`src/rtl/simo_cfg.svh`:
```
// Purpose: register map, field positions, reset values and timing counts
// Assumes: classic wishbone, 32-bit data, word aligned registers
// Notes:   included by the controller and by the bench
// Functional notes
// an output below its minimum, seen by its comparator, starts a charge cycle
// simultaneous requests are sorted by priority into a four-entry shift chain
// active mode: long time above minimum lowers the current limit one LSB
// active mode: quick fall below minimum raises the current limit one LSB
// brown-out below 2.45 V flags only when software enables the detector
// hardware mode brown-out disables both 1.8 V outputs and lowers limits
// low voltage mode drives an indication that enables the 1.8 V LDOs
// low voltage mode stays until software acts, battery recovery ignored
// writing 0 to auto switch enable disables it and forces high voltage mode
// software clears then sets auto switch enable to re-arm after recovery
// brown-out raises an interrupt with a clear and a mask register
// interrupt and automatic low voltage mode are independent
// software enables replacement LDOs before disabling the converter
// sleep tick timer periodically runs bandgap and LDO resample, then stops
// bus powered LDO switches on when bus supply exceeds battery
// recommended sleep setup programs a nonzero sleep timer period
// without sample-hold rails in sleep, software leaves the timer at zero
// adaptive current limit saturates at field minimum and maximum; the increase stops at maxLim_ff, or lvLim_ff in low voltage mode
`ifndef SIMO_CFG_SVH
`define SIMO_CFG_SVH

// byte offsets
`define SIMO_CTRL_ADDR      8'h00
`define SIMO_PRIO_ADDR      8'h04
`define SIMO_LIMIT_ADDR     8'h08
`define SIMO_LVLIM_ADDR     8'h0C
`define SIMO_STATUS_ADDR    8'h10
`define SIMO_IRQMASK_ADDR   8'h14
`define SIMO_IRQCLR_ADDR    8'h18
`define SIMO_SLPTIM_ADDR    8'h1C
`define SIMO_THRESH_ADDR    8'h20

// control fields
`define SIMO_CTRL_ACTIVE    0
`define SIMO_CTRL_BOD_EN    1
`define SIMO_CTRL_AUTO_LV   2
`define SIMO_CTRL_RAIL_LSB  4

// status fields
`define SIMO_ST_LV          0
`define SIMO_ST_IRQ         1
`define SIMO_ST_BOD         2
`define SIMO_ST_USB         3
`define SIMO_ST_BG          4

// reset values
`define SIMO_PRIO_RST       8'hE4
`define SIMO_LIMIT_RST      5'h10
`define SIMO_LVLIM_RST      5'h08
`define SIMO_LONG_RST       16'h0100
`define SIMO_SHORT_RST      16'h0010

// bandgap refresh, counted in sleep ticks
`define SIMO_BG_TICKS       4'h3

`endif

```
`src/rtl/simo_pkg.sv`:
```
// Purpose: shared types of the converter controller
// Assumes: four converter outputs
// Notes:   constants live in simo_cfg.svh
package simo_pkg;
   typedef enum logic [1:0] {SIMO_IDLE, SIMO_LOAD, SIMO_CHARGE} simo_seq_e;
   typedef struct packed {
      logic       active;   // active mode, adaptive limit on
      logic       bodEn;    // battery brown-out enable
      logic       autoLv;   // auto low voltage switch enable
      logic [3:0] railEn;   // per output converter enable
   } simo_ctrl_s;
endpackage

```
`src/rtl/simo_dcdc_ctrl.sv`:
```
// Purpose: digital control of a four-output single-inductor buck converter
// Assumes: comparator and detector inputs are asynchronous to clk
// Notes:   outputs 0 and 1 are the two 1.8 V rails
//
// Our own choices: the Wishbone interface to the registers and the address map.
`timescale 1ns/1ps
`include "simo_cfg.svh"

module simo_dcdc_ctrl #(
   parameter int LIM_W = 5,            // current limit field width
   parameter int CNT_W = 16            // hold time counter width
) (
   input  wire logic        clk,       // 40 MHz clock
   input  wire logic        reset,     // synchronous, active high
   input  wire logic        ce,        // clock enable, freezes all state
   input  wire logic [7:0]  wb_adr_i,  // byte address
   input  wire logic [31:0] wb_dat_i,  // write data
   output logic      [31:0] wb_dat_o,  // read data
   input  wire logic        wb_we_i,   // write enable
   input  wire logic [3:0]  wb_sel_i,  // byte lanes
   input  wire logic        wb_cyc_i,  // cycle
   input  wire logic        wb_stb_i,  // strobe
   output logic             wb_ack_o,  // acknowledge
   input  wire logic [3:0]  belowMin,  // clocked comparators, rail low
   input  wire logic        batLow,    // battery below 2.45 V detector
   input  wire logic        busAboveBat, // bus supply above battery
   input  wire logic        sleepTick, // sleep clock tick, async
   output logic             chargeReq, // charge cycle running
   output logic      [1:0]  chargeRail, // rail being charged
   output logic [LIM_W-1:0] currentLimit, // applied current limit
   output logic      [3:0]  railEnable, // converter outputs enabled
   output logic             lowVoltageMode, // enable 1.8 V LDOs
   output logic             batteryBrownoutEnable, // detector enable
   output logic             brownoutIrq, // interrupt, level
   output logic             bandgapOn, // bandgap running
   output logic             retentionSample, // LDO reference resample
   output logic             busPoweredRegulator // bus powered LDO on
);

   // two-stage synchronisers for every asynchronous input (comparators, detectors, sleep tick)
   logic [3:0] belowS1_ff, belowS2_ff;
   logic [2:0] miscS1_ff, miscS2_ff;
   logic       tickOld_ff;
   always_ff @(posedge clk) begin
      if (reset) begin
         belowS1_ff <= 4'h0;
         belowS2_ff <= 4'h0;
         miscS1_ff  <= 3'h0;
         miscS2_ff  <= 3'h0;
         tickOld_ff <= 1'b0;
      end else if (ce) begin
         belowS1_ff <= belowMin;
         belowS2_ff <= belowS1_ff;
         miscS1_ff  <= {sleepTick, busAboveBat, batLow};
         miscS2_ff  <= miscS1_ff;
         tickOld_ff <= miscS2_ff[2];
      end
   end
   wire logic [3:0] railLow = belowS2_ff;
   wire logic       batLowS = miscS2_ff[0];
   wire logic       busHigh = miscS2_ff[1];
   // the tick edge is found after the second flop, never on the first
   wire logic       tickEv  = miscS2_ff[2] & ~tickOld_ff;

   // registers
   simo_pkg::simo_ctrl_s ctrl_ff;
   logic [7:0]       prio_ff;
   logic [LIM_W-1:0] limit_ff, lvLim_ff, maxLim_ff;
   logic [15:0]      slpPeriod_ff;
   logic [CNT_W-1:0] longThr_ff, shortThr_ff;
   logic             lv_ff, irqSt_ff, irqMask_ff, ack_ff;
   logic [31:0]      rdat_ff;

   // bus decode, single-cycle answer after each request
   // the ack flop blocks a second take while the master still holds stb
   wire logic req     = wb_cyc_i & wb_stb_i & ~ack_ff;
   wire logic wrEn    = req & wb_we_i & wb_sel_i[0];
   wire logic wrCtrl  = wrEn && wb_adr_i == `SIMO_CTRL_ADDR;
   wire logic wrPrio  = wrEn && wb_adr_i == `SIMO_PRIO_ADDR;
   wire logic wrLimit = wrEn && wb_adr_i == `SIMO_LIMIT_ADDR;
   wire logic wrLvLim = wrEn && wb_adr_i == `SIMO_LVLIM_ADDR;
   wire logic wrMask  = wrEn && wb_adr_i == `SIMO_IRQMASK_ADDR;
   wire logic wrClr   = wrEn && wb_adr_i == `SIMO_IRQCLR_ADDR;
   wire logic wrSlp   = wrEn && wb_adr_i == `SIMO_SLPTIM_ADDR;
   wire logic wrThr   = wrEn && wb_adr_i == `SIMO_THRESH_ADDR;
   wire logic autoOff = wrCtrl & ~wb_dat_i[`SIMO_CTRL_AUTO_LV];

   // brown-out only seen while software enables the detector
   wire logic bodEvent = ctrl_ff.bodEn & batLowS;
   logic bodOld_ff;
   wire logic bodRise = bodEvent & ~bodOld_ff;

   // read mux
   logic [31:0] rdMux;
   always_comb begin
      rdMux = 32'h0000_0000;
      unique case (wb_adr_i)
         `SIMO_CTRL_ADDR:    rdMux = {24'h00_0000, ctrl_ff.railEn,
                                1'b0, ctrl_ff.autoLv, ctrl_ff.bodEn,
                                ctrl_ff.active};
         `SIMO_PRIO_ADDR:    rdMux = {24'h00_0000, prio_ff};
         `SIMO_LIMIT_ADDR:   rdMux = 32'(limit_ff);
         `SIMO_LVLIM_ADDR:   rdMux = 32'(lvLim_ff);
         `SIMO_STATUS_ADDR:  rdMux = {27'h000_0000, bandgapOn, busHigh,
                                batLowS, irqSt_ff, lv_ff};
         `SIMO_IRQMASK_ADDR: rdMux = {31'h0000_0000, irqMask_ff};
         `SIMO_SLPTIM_ADDR:  rdMux = {16'h0000, slpPeriod_ff};
         `SIMO_THRESH_ADDR:  rdMux = {16'(longThr_ff), 16'(shortThr_ff)};
         default:            rdMux = 32'h0000_0000;
      endcase
   end

   // register writes; unmapped writes are acknowledged and dropped
   always_ff @(posedge clk) begin
      if (reset) begin
         ctrl_ff      <= '0;
         prio_ff      <= `SIMO_PRIO_RST;
         maxLim_ff    <= LIM_W'(`SIMO_LIMIT_RST);
         lvLim_ff     <= LIM_W'(`SIMO_LVLIM_RST);
         irqMask_ff   <= 1'b0;
         slpPeriod_ff <= 16'h0000;
         longThr_ff   <= CNT_W'(`SIMO_LONG_RST);
         shortThr_ff  <= CNT_W'(`SIMO_SHORT_RST);
         ack_ff       <= 1'b0;
         rdat_ff      <= 32'h0000_0000;
      end else if (ce) begin
         ack_ff  <= req;
         rdat_ff <= rdMux;
         if (wrCtrl) begin
            ctrl_ff.active <= wb_dat_i[`SIMO_CTRL_ACTIVE];
            ctrl_ff.bodEn  <= wb_dat_i[`SIMO_CTRL_BOD_EN];
            ctrl_ff.autoLv <= wb_dat_i[`SIMO_CTRL_AUTO_LV];
            ctrl_ff.railEn <= wb_dat_i[`SIMO_CTRL_RAIL_LSB +: 4];
         end
         if (wrPrio)  prio_ff    <= wb_dat_i[7:0];
         if (wrLimit) maxLim_ff  <= wb_dat_i[LIM_W-1:0];
         if (wrLvLim) lvLim_ff   <= wb_dat_i[LIM_W-1:0];
         if (wrMask)  irqMask_ff <= wb_dat_i[0];
         if (wrSlp && wb_sel_i[1])
            slpPeriod_ff <= wb_dat_i[15:0];
         if (wrThr && wb_sel_i[3]) begin
            shortThr_ff <= CNT_W'(wb_dat_i[15:0]);
            longThr_ff  <= CNT_W'(wb_dat_i[31:16]);
         end
      end
   end
   assign wb_ack_o = ack_ff;
   assign wb_dat_o = rdat_ff;

   // low voltage mode is sticky; only a zero written to auto enable ends it
   // interrupt path is separate so it fires with auto mode on or off
   always_ff @(posedge clk) begin
      if (reset) begin
         lv_ff     <= 1'b0;
         irqSt_ff  <= 1'b0;
         bodOld_ff <= 1'b0;
      end else if (ce) begin
         bodOld_ff <= bodEvent;
         if (autoOff)
            lv_ff <= 1'b0;
         else if (ctrl_ff.autoLv & bodEvent)
            lv_ff <= 1'b1;
         if (bodRise)
            irqSt_ff <= 1'b1;
         else if (wrClr & wb_dat_i[0])
            irqSt_ff <= 1'b0;
      end
   end
   assign brownoutIrq = irqSt_ff & ~irqMask_ff;
   assign lowVoltageMode = lv_ff;
   assign batteryBrownoutEnable = ctrl_ff.bodEn;
   assign railEnable = ctrl_ff.railEn & (lv_ff ? 4'hC : 4'hF);
   assign busPoweredRegulator = busHigh;

   // priority sort: slot k of the priority register names a rail
   function automatic logic [7:0] sort_rails(input logic [7:0] prio,
                                             input logic [3:0] need);
      logic [7:0] seq;
      logic [2:0] n;
      seq = 8'h00;
      n = 3'h0;
      for (int k = 0; k < 4; k++) begin
         if (need[prio[2*k +: 2]]) begin
            seq[2*n[1:0] +: 2] = prio[2*k +: 2];
            n = n + 3'h1;
         end
      end
      return seq;
   endfunction

   // ones in the low n places: marks the live slots of the shift chain
   function automatic logic [3:0] live_slots(input int n);
      logic [4:0] m;
      m = (5'h01 << n) - 5'h01;
      return m[3:0];
   endfunction

   // charge sequencer: four-entry shift chain of rail numbers
   simo_pkg::simo_seq_e state_ff;
   logic [7:0] chain_ff;
   logic [3:0] valid_ff;
   // disabled rails never enter the chain, whatever their comparator says
   wire logic [3:0] need = railLow & railEnable;
   wire logic [1:0] head = chain_ff[1:0];
   always_ff @(posedge clk) begin
      if (reset) begin
         state_ff <= simo_pkg::SIMO_IDLE;
         chain_ff <= 8'h00;
         valid_ff <= 4'h0;
      end else if (ce) begin
         unique case (state_ff)
            simo_pkg::SIMO_IDLE: if (|need) begin
               // a rail still low after its turn is sorted again here
               chain_ff <= sort_rails(prio_ff, need);
               valid_ff <= live_slots($countones(need));
               state_ff <= simo_pkg::SIMO_LOAD;
            end
            simo_pkg::SIMO_LOAD:
               state_ff <= simo_pkg::SIMO_CHARGE;
            simo_pkg::SIMO_CHARGE: begin
               chain_ff <= {2'b00, chain_ff[7:2]};
               // the live mask shifts with the chain; its next slot decides
               valid_ff <= {1'b0, valid_ff[3:1]};
               state_ff <= valid_ff[1] ? simo_pkg::SIMO_LOAD
                                       : simo_pkg::SIMO_IDLE;
            end
         endcase
      end
   end
   assign chargeReq  = state_ff == simo_pkg::SIMO_CHARGE;
   assign chargeRail = head;

   // adaptive limit: time above minimum after each charge of that rail
   logic [CNT_W-1:0] hold_ff [4];
   logic [3:0]       armed_ff;
   logic             tooLong, tooShort;
   always_comb begin
      tooLong  = 1'b0;
      tooShort = 1'b0;
      for (int r = 0; r < 4; r++) begin
         if (armed_ff[r] && railLow[r] && hold_ff[r] < shortThr_ff)
            tooShort = 1'b1;
         if (armed_ff[r] && !railLow[r] && hold_ff[r] == longThr_ff)
            tooLong = 1'b1;
      end
   end
   wire logic [LIM_W-1:0] ceil = lv_ff ? lvLim_ff : maxLim_ff;
   always_ff @(posedge clk) begin
      if (reset) begin
         armed_ff <= 4'h0;
         limit_ff <= LIM_W'(`SIMO_LIMIT_RST);
         for (int r = 0; r < 4; r++) hold_ff[r] <= '0;
      end else if (ce) begin
         for (int r = 0; r < 4; r++) begin
            if (chargeReq && head == 2'(r)) begin
               armed_ff[r] <= 1'b1;
               hold_ff[r]  <= '0;
            end else if (armed_ff[r]) begin
               if (railLow[r] || hold_ff[r] == longThr_ff)
                  armed_ff[r] <= 1'b0;
               hold_ff[r] <= hold_ff[r] + CNT_W'(1);
            end
         end
         // a lowered ceiling pulls the limit down at once; when a rail is
         // quick and another rail slow in one cycle the increase wins
         if (limit_ff > ceil)
            limit_ff <= ceil;
         else if (ctrl_ff.active && tooShort && limit_ff != ceil)
            limit_ff <= limit_ff + LIM_W'(1);
         else if (ctrl_ff.active && !tooShort && tooLong
                  && limit_ff != '0)
            limit_ff <= limit_ff - LIM_W'(1);
      end
   end
   assign currentLimit = limit_ff;

   // sleep tick timer; zero period disables refresh entirely
   // an expiry during a running refresh is skipped, so a period shorter
   // than the refresh window still lets each refresh resample and stop
   logic [15:0] tickCnt_ff;
   logic [3:0]  bgCnt_ff;
   wire logic   periodEnd = slpPeriod_ff != 16'h0000
                            && tickCnt_ff + 16'h0001 >= slpPeriod_ff;
   always_ff @(posedge clk) begin
      if (reset) begin
         tickCnt_ff <= 16'h0000;
         bgCnt_ff   <= 4'h0;
      end else if (ce && tickEv) begin
         if (slpPeriod_ff == 16'h0000 || periodEnd)
            tickCnt_ff <= 16'h0000;
         else
            tickCnt_ff <= tickCnt_ff + 16'h0001;
         if (bgCnt_ff != 4'h0)
            bgCnt_ff <= bgCnt_ff - 4'h1;
         else if (periodEnd)
            bgCnt_ff <= `SIMO_BG_TICKS;
      end
   end
   assign bandgapOn       = bgCnt_ff != 4'h0;
   assign retentionSample = bgCnt_ff == 4'h1;

endmodule // simo_dcdc_ctrl

```
`config.mk`:
```
export PLATFORM = sky130hd
export DESIGN_NAME = simo_dcdc_ctrl
export DESIGN_NICKNAME = d
export VERILOG_FILES = /design/src/rtl/simo_pkg.sv /design/src/rtl/simo_dcdc_ctrl.sv
export VERILOG_INCLUDE_DIRS = /design/src /design/src/rtl
export SDC_FILE = /design/constraint.sdc
export NUM_CORES = 1
export LEC_CHECK = 0
export BUFFER_PORTS_ARGS = -buffer_cell sky130_fd_sc_hd__buf_2
export CAP_MARGIN = 20
export CORE_ASPECT_RATIO = 2
export CORE_UTILIZATION = 50
export DETAILED_ROUTE_END_ITERATION = 10
export GPL_TIMING_DRIVEN = 0
export PLACE_DENSITY_LB_ADDON = 0.2
export SYNTH_ARGS = -nofsm -noshare
export SYNTH_HDL_FRONTEND = slang
export SYNTH_SLANG_ARGS = --single-unit
export TNS_END_PERCENT = 10
```
`constraint.sdc`:
```
create_clock -name clk -period 4.5 [get_ports clk]
set_clock_uncertainty 0.1 [all_clocks]
set_input_delay 0.45 -clock clk [delete_from_list [all_inputs] [get_ports clk]]
set_output_delay 0.45 -clock clk [all_outputs]
set_load 0.005 [all_outputs]
```
==> results summary <==
For the worst flop-to-flop path, the logic depth is 16. The floorplan has 85 rows. The total area of multi-input combinational cells is 7920 sq um. The fraction of final layout cells with drive strength greater than 1 came out at 0.104.

The number of clock sinks seen by CTS came out at 231. The clock tree root driver cell is clkbuf_16. Setup repair after global routing could not meet its margin everywhere. The residual DRC count came out at 0. The area fraction in and, or, nand and nor cells after synthesis is 0.222.

The total global routing overflow came out at 0. The worst hold path was traced through 3 stages. Clock-pin slew was measured on the worst setup and hold paths at around 70 ps. The synthesized instance count came out at about 1600. The mean routed wirelength per cell came out at roughly 21 um. The horizontal die dimension is between 100 and 150 um.

The worst hold path belongs to the class input port to flip-flop. Buffers placed on the I/O ports in this run total 105. The worst-case vdd ir drop is 272 uV. The H-tree depth is 1.

The run finished with clean final reports. The worst hold path terminates at longThr_ff[5]. The cell family contributing the most delay on the critical path is compound AO/OA/AOI/OAI gates. The height of the die came out at 237 um.

The proportion of synthesized area in mux cells came out at 0.0392. The largest net degree at the start of global routing is 17. The post-route clock period utilization came out at 0.966.

The count of routing violations after the opening detailed-route iteration came out at 803. The critical path required time is 4810 ps. Of the synthesized area, sequential elements account for 0.383.

The clock period minus final worst setup slack is between 4000 and 5000 ps. The total power per unit cell area is 305 nW/um^2. The biggest area contributor in the post-synthesis netlist is dfxtp_1. The count of inserted antenna diode cells came out at 0.

After synthesis, the largest family of logic cells by area is simple AND/OR/NAND/NOR gates. The final layout net count came out at 1899. The area of the core region came out at 27000 sq um. The critical hold path startpoint is wb_dat_i[21]. TritonCTS built the clock tree. Among all stages on the critical path, the largest delay is contributed by a211oi_1. The highest clock rate came out at between 0.2 and 0.25 GHz. Synthesis inferred 231 register bits. The number of pins exceeding their max-slew limit in the final report is 0. The number of buffers inserted during clock tree synthesis is 23.

The analysis attributes to cell leakage a power of 5.86 nW. Of the total power, combinational logic draws 0.110. In this run the power spent charging and discharging nets is 0.00122 W. Using the TritonRoute via totals, the vias-per-cell ratio works out to 5.89. The routability congestion estimate from global placement is approximately 0.95.

The highest metal layer carrying signal wires in the routed design is met4. Detailed routing placed a total of approximately 23000 um of wire on met2. The sum of met3 wire segment lengths after detailed routing came out at 2210 um. The area overhead of the layout relative to synthesis came out at 13.0%.

The area share of the leading cell type in the synthesized netlist is 0.243. The remaining max-slew budget at the tightest pin came out at 0.337. The count of nets left with antenna violations once routing finished came out at 0. Walking the worst path, the cells encountered are inv_1 -> ha_1 -> a21o_1 -> a21o_1 -> a211oi_1 -> nand3_2 -> o311a_4 -> a21oi_2 -> inv_1 -> ha_1 -> a21o_1 -> a21oi_1 -> xor2_1 -> and2b_1 -> mux2_4 -> o41a_1. Of the total synthesized cell area, the portion taken by full adders, half adders and majority gates is 0.0974.

The power consumption is 0.00475 W. During I/O placement, the number of pins put on the boundary was 108. The wire length the detailed router placed on met1 came out at 15500 um. The number of nets handed over by synthesis was 1762. The number of buffer and inverter stages on the critical path came out at 2. The critical path capture point type is a flip-flop.

The compound-gate portion of the synthesized area came out at 0.131. The number of fillers in the final layout came out at 2561. The insertion delay of the later-clocked pin in the worst-skew pair came out at 540 ps. The number of global-route vias before repair came out at 12100. The share of total power consumed by net switching is 0.257.

The part of the total power dissipated in sequential elements came out at 0.474. The wire length after detailed routing is 45000 um. The initial core utilization is 0.510.

The total die area came out at between 20000 and 30000 sq um. By startpoint and endpoint, the worst setup path is classified as flip-flop to flip-flop. The setup slack of the worst register-to-register path came out at around 150 ps. In the synthesized netlist the async set-or-reset flop fraction comes to 0. The kind of launch point of the worst setup path is a flip-flop. In this run the worst path has a maximum fanout of 6. On the worst path, the slowest cell contributes a delay of roughly 370 ps. The total of warnings raised by yosys is 0. The first detailed-routing pass took 6 iterations.

Across the run, the number of max-cap violations was 0. The finished layout cell area is between 15000 and 20000 sq um. The cell area after placement is between 10000 and 15000 sq um. Registers take 5270 sq um.

Summed over all nets, the half-perimeter wirelength after detailed placement is 35000 um. The number of distinct library cells after synthesis is 75. The first-pass GRT wire length came out at 68300 um. The cell that appears most often on the critical path is a21o_1. The internal power of the cells totals approximately 0.0035 W. The worst flop-to-flop path endpoint is currentLimit[4]. The endpoint arrival time on the critical path came out at 4660 ps. The number of antenna violations at the first check in global routing is 0. The post-synthesis instance area is 13800 sq um. The number of buffers on the longest clock path came out at 3. The XOR/XNOR share of the synthesized area came out at 0.0840. The number of hold-slack violations in the final timing report is 0. The global-route total usage across every layer came out at 0.319. The worst-margin pin slew is 995 ps. The synthesized design contains 64 enable-type register cells. The clock share of power came out at 0.416. Yosys attributes the largest share of cell area to dfxtp_1 24%, edfxtp_1 14%, ha_1 9.5%, xnor2_1 6.1%, nand2_1 5.1%.

Setup violations remaining at the end of the flow were counted as 0. In the synthesized netlist the dominant register cell turns out to be dfxtp_1. The final route contains 12400 vias. The worst register-to-register path begins at shortThr_ff[13].

The synthesized area per cell came out at between 8 and 9 sq um.
-- per-layer routing --
| layer | GRT usage | up-vias |
|---|---|---|
| li1 | - | 5882 |
| met1 | 0.316 | 5854 |
| met2 | 0.594 | 457 |
| met3 | 0.0376 | 173 |
| met5 | 0 | - |
| met4 | 0.248 | 0 |
-- area by class of cell --
class,count,share of cell area
multi-input cells,1218,0.509
flip-flops and latches,231,0.339
clock buffers,36,0.0448
repair buffers,112,0.0372
well taps,348,0.0280
plain buffers,81,0.0216
inverters,69,0.0169
clock inverters,5,0.00386
-- cells by family (layout without fill, tap and decap cells) --
logic type,Yosys count,in the layout
compound gates,291,291
xor+xnor,132,132
fa+ha+maj,106,106
buf+inv,150,303
flops,231,231
mux,48,48
simple gates,641,641
-- worst max-delay path by stage --
stage | from | endpoint | slack, ps | depth (start not counted)
6_report | shortThr_ff[13] | currentLimit[4] | 150 | 16
2_1_floorplan | hold_ff[0][4] | currentLimit[4] | 680 | 15
4_1_cts | shortThr_ff[10] | currentLimit[4] | 120 | 16
5_1_grt | tickCnt_ff[2] | tickCnt_ff[6] | -6 | 15
3_5_place_dp | shortThr_ff[10] | currentLimit[4] | 140 | 16
3_3_place_gp | shortThr_ff[11] | currentLimit[4] | 150 | 16
-- sequential cells by signal (all words and copies together), names as in the netlist, 2 cells and up --
| name | flops |
|---|---|
| prio_ff | 8 |
| state_ff | 2 |
| belowS1_ff | 4 |
| currentLimit | 5 |
| miscS2_ff | 3 |
| hold_ff | 64 |
| ctrl_ff | 6 |
| bgCnt_ff | 4 |
| belowS2_ff | 4 |
| slpPeriod_ff | 16 |
| lvLim_ff | 5 |
| wb_dat_o | 32 |
| miscS1_ff | 3 |
| shortThr_ff | 16 |
| valid_ff | 3 |
| tickCnt_ff | 16 |
| armed_ff | 4 |
| maxLim_ff | 5 |
| longThr_ff | 16 |
| chain_ff | 8 |
-- power groups by stage --
| stage | clock (W) | combinational, W | sequential (W) |
|---|---|---|---|
| finish | 0.00198 | 0.000521 | 0.00225 |
| global route | 0.00208 | 0.000572 | 0.00226 |
| CTS | 0.00200 | 0.000519 | 0.00225 |
| detailed placement | 0 | 0.000515 | 0.00230 |
| global placement | 0 | 0.000504 | 0.00229 |
| floorplan | 0 | 0.000362 | 0.00227 |
-- tightest hold or removal path, stage by stage --
cell and delay (ps):
buf_2 100, nand2_1 50, a21oi_1 50
-- per-stage QoR --
step | instances | setup slack [ps] | hold WS [ps] | utilization | setup TNS (ps)
floorplan | 1599 | 676 | 332 | - | 0
global placement | 2052 | 151 | 340 | 0.545 | 0
detailed placement | 2053 | 143 | 346 | 0.545 | 0
CTS | 2094 | 117 | 47.5 | 0.573 | 0
global route | 2100 | -5.95 | 62.1 | 0.576 | -5.95
finish | 2100 | 154 | 54.5 | 0.576 | 0
-- cells in the mapped netlist, drive strengths merged (40+ instances only) --
master	number
dfxtp	167
inv	69
mux2i	40
a21oi	135
nand2	187
nor2	174
o21ai	42
clkbuf	65
ha	104
nand4	43
xnor2	96
edfxtp	64
nand3	69
-- layout by cell type, fill, tap and decap left out, drive strengths merged, types with 16 or more instances in the layout --
master / instances
nand2: 187
nor2: 174
dfxtp: 167
a21oi: 135
buf: 126
ha: 104
clkbuf: 102
xnor2: 96
inv: 70
nand3: 69
edfxtp: 64
nand4: 43
o21ai: 42
mux2i: 40
xor2: 36
a22oi: 34
nand2b: 32
nor2b: 30
and3: 25
nor3: 21
a21o: 16
-- repair_timing --
item	in CTS	in global routing
setup endpoints to repair	0	2
gates resized for setup	0	5
hold buffers	0	0
buffers inserted	0	5
Note: power is estimated with default switching activity, not from simulation.
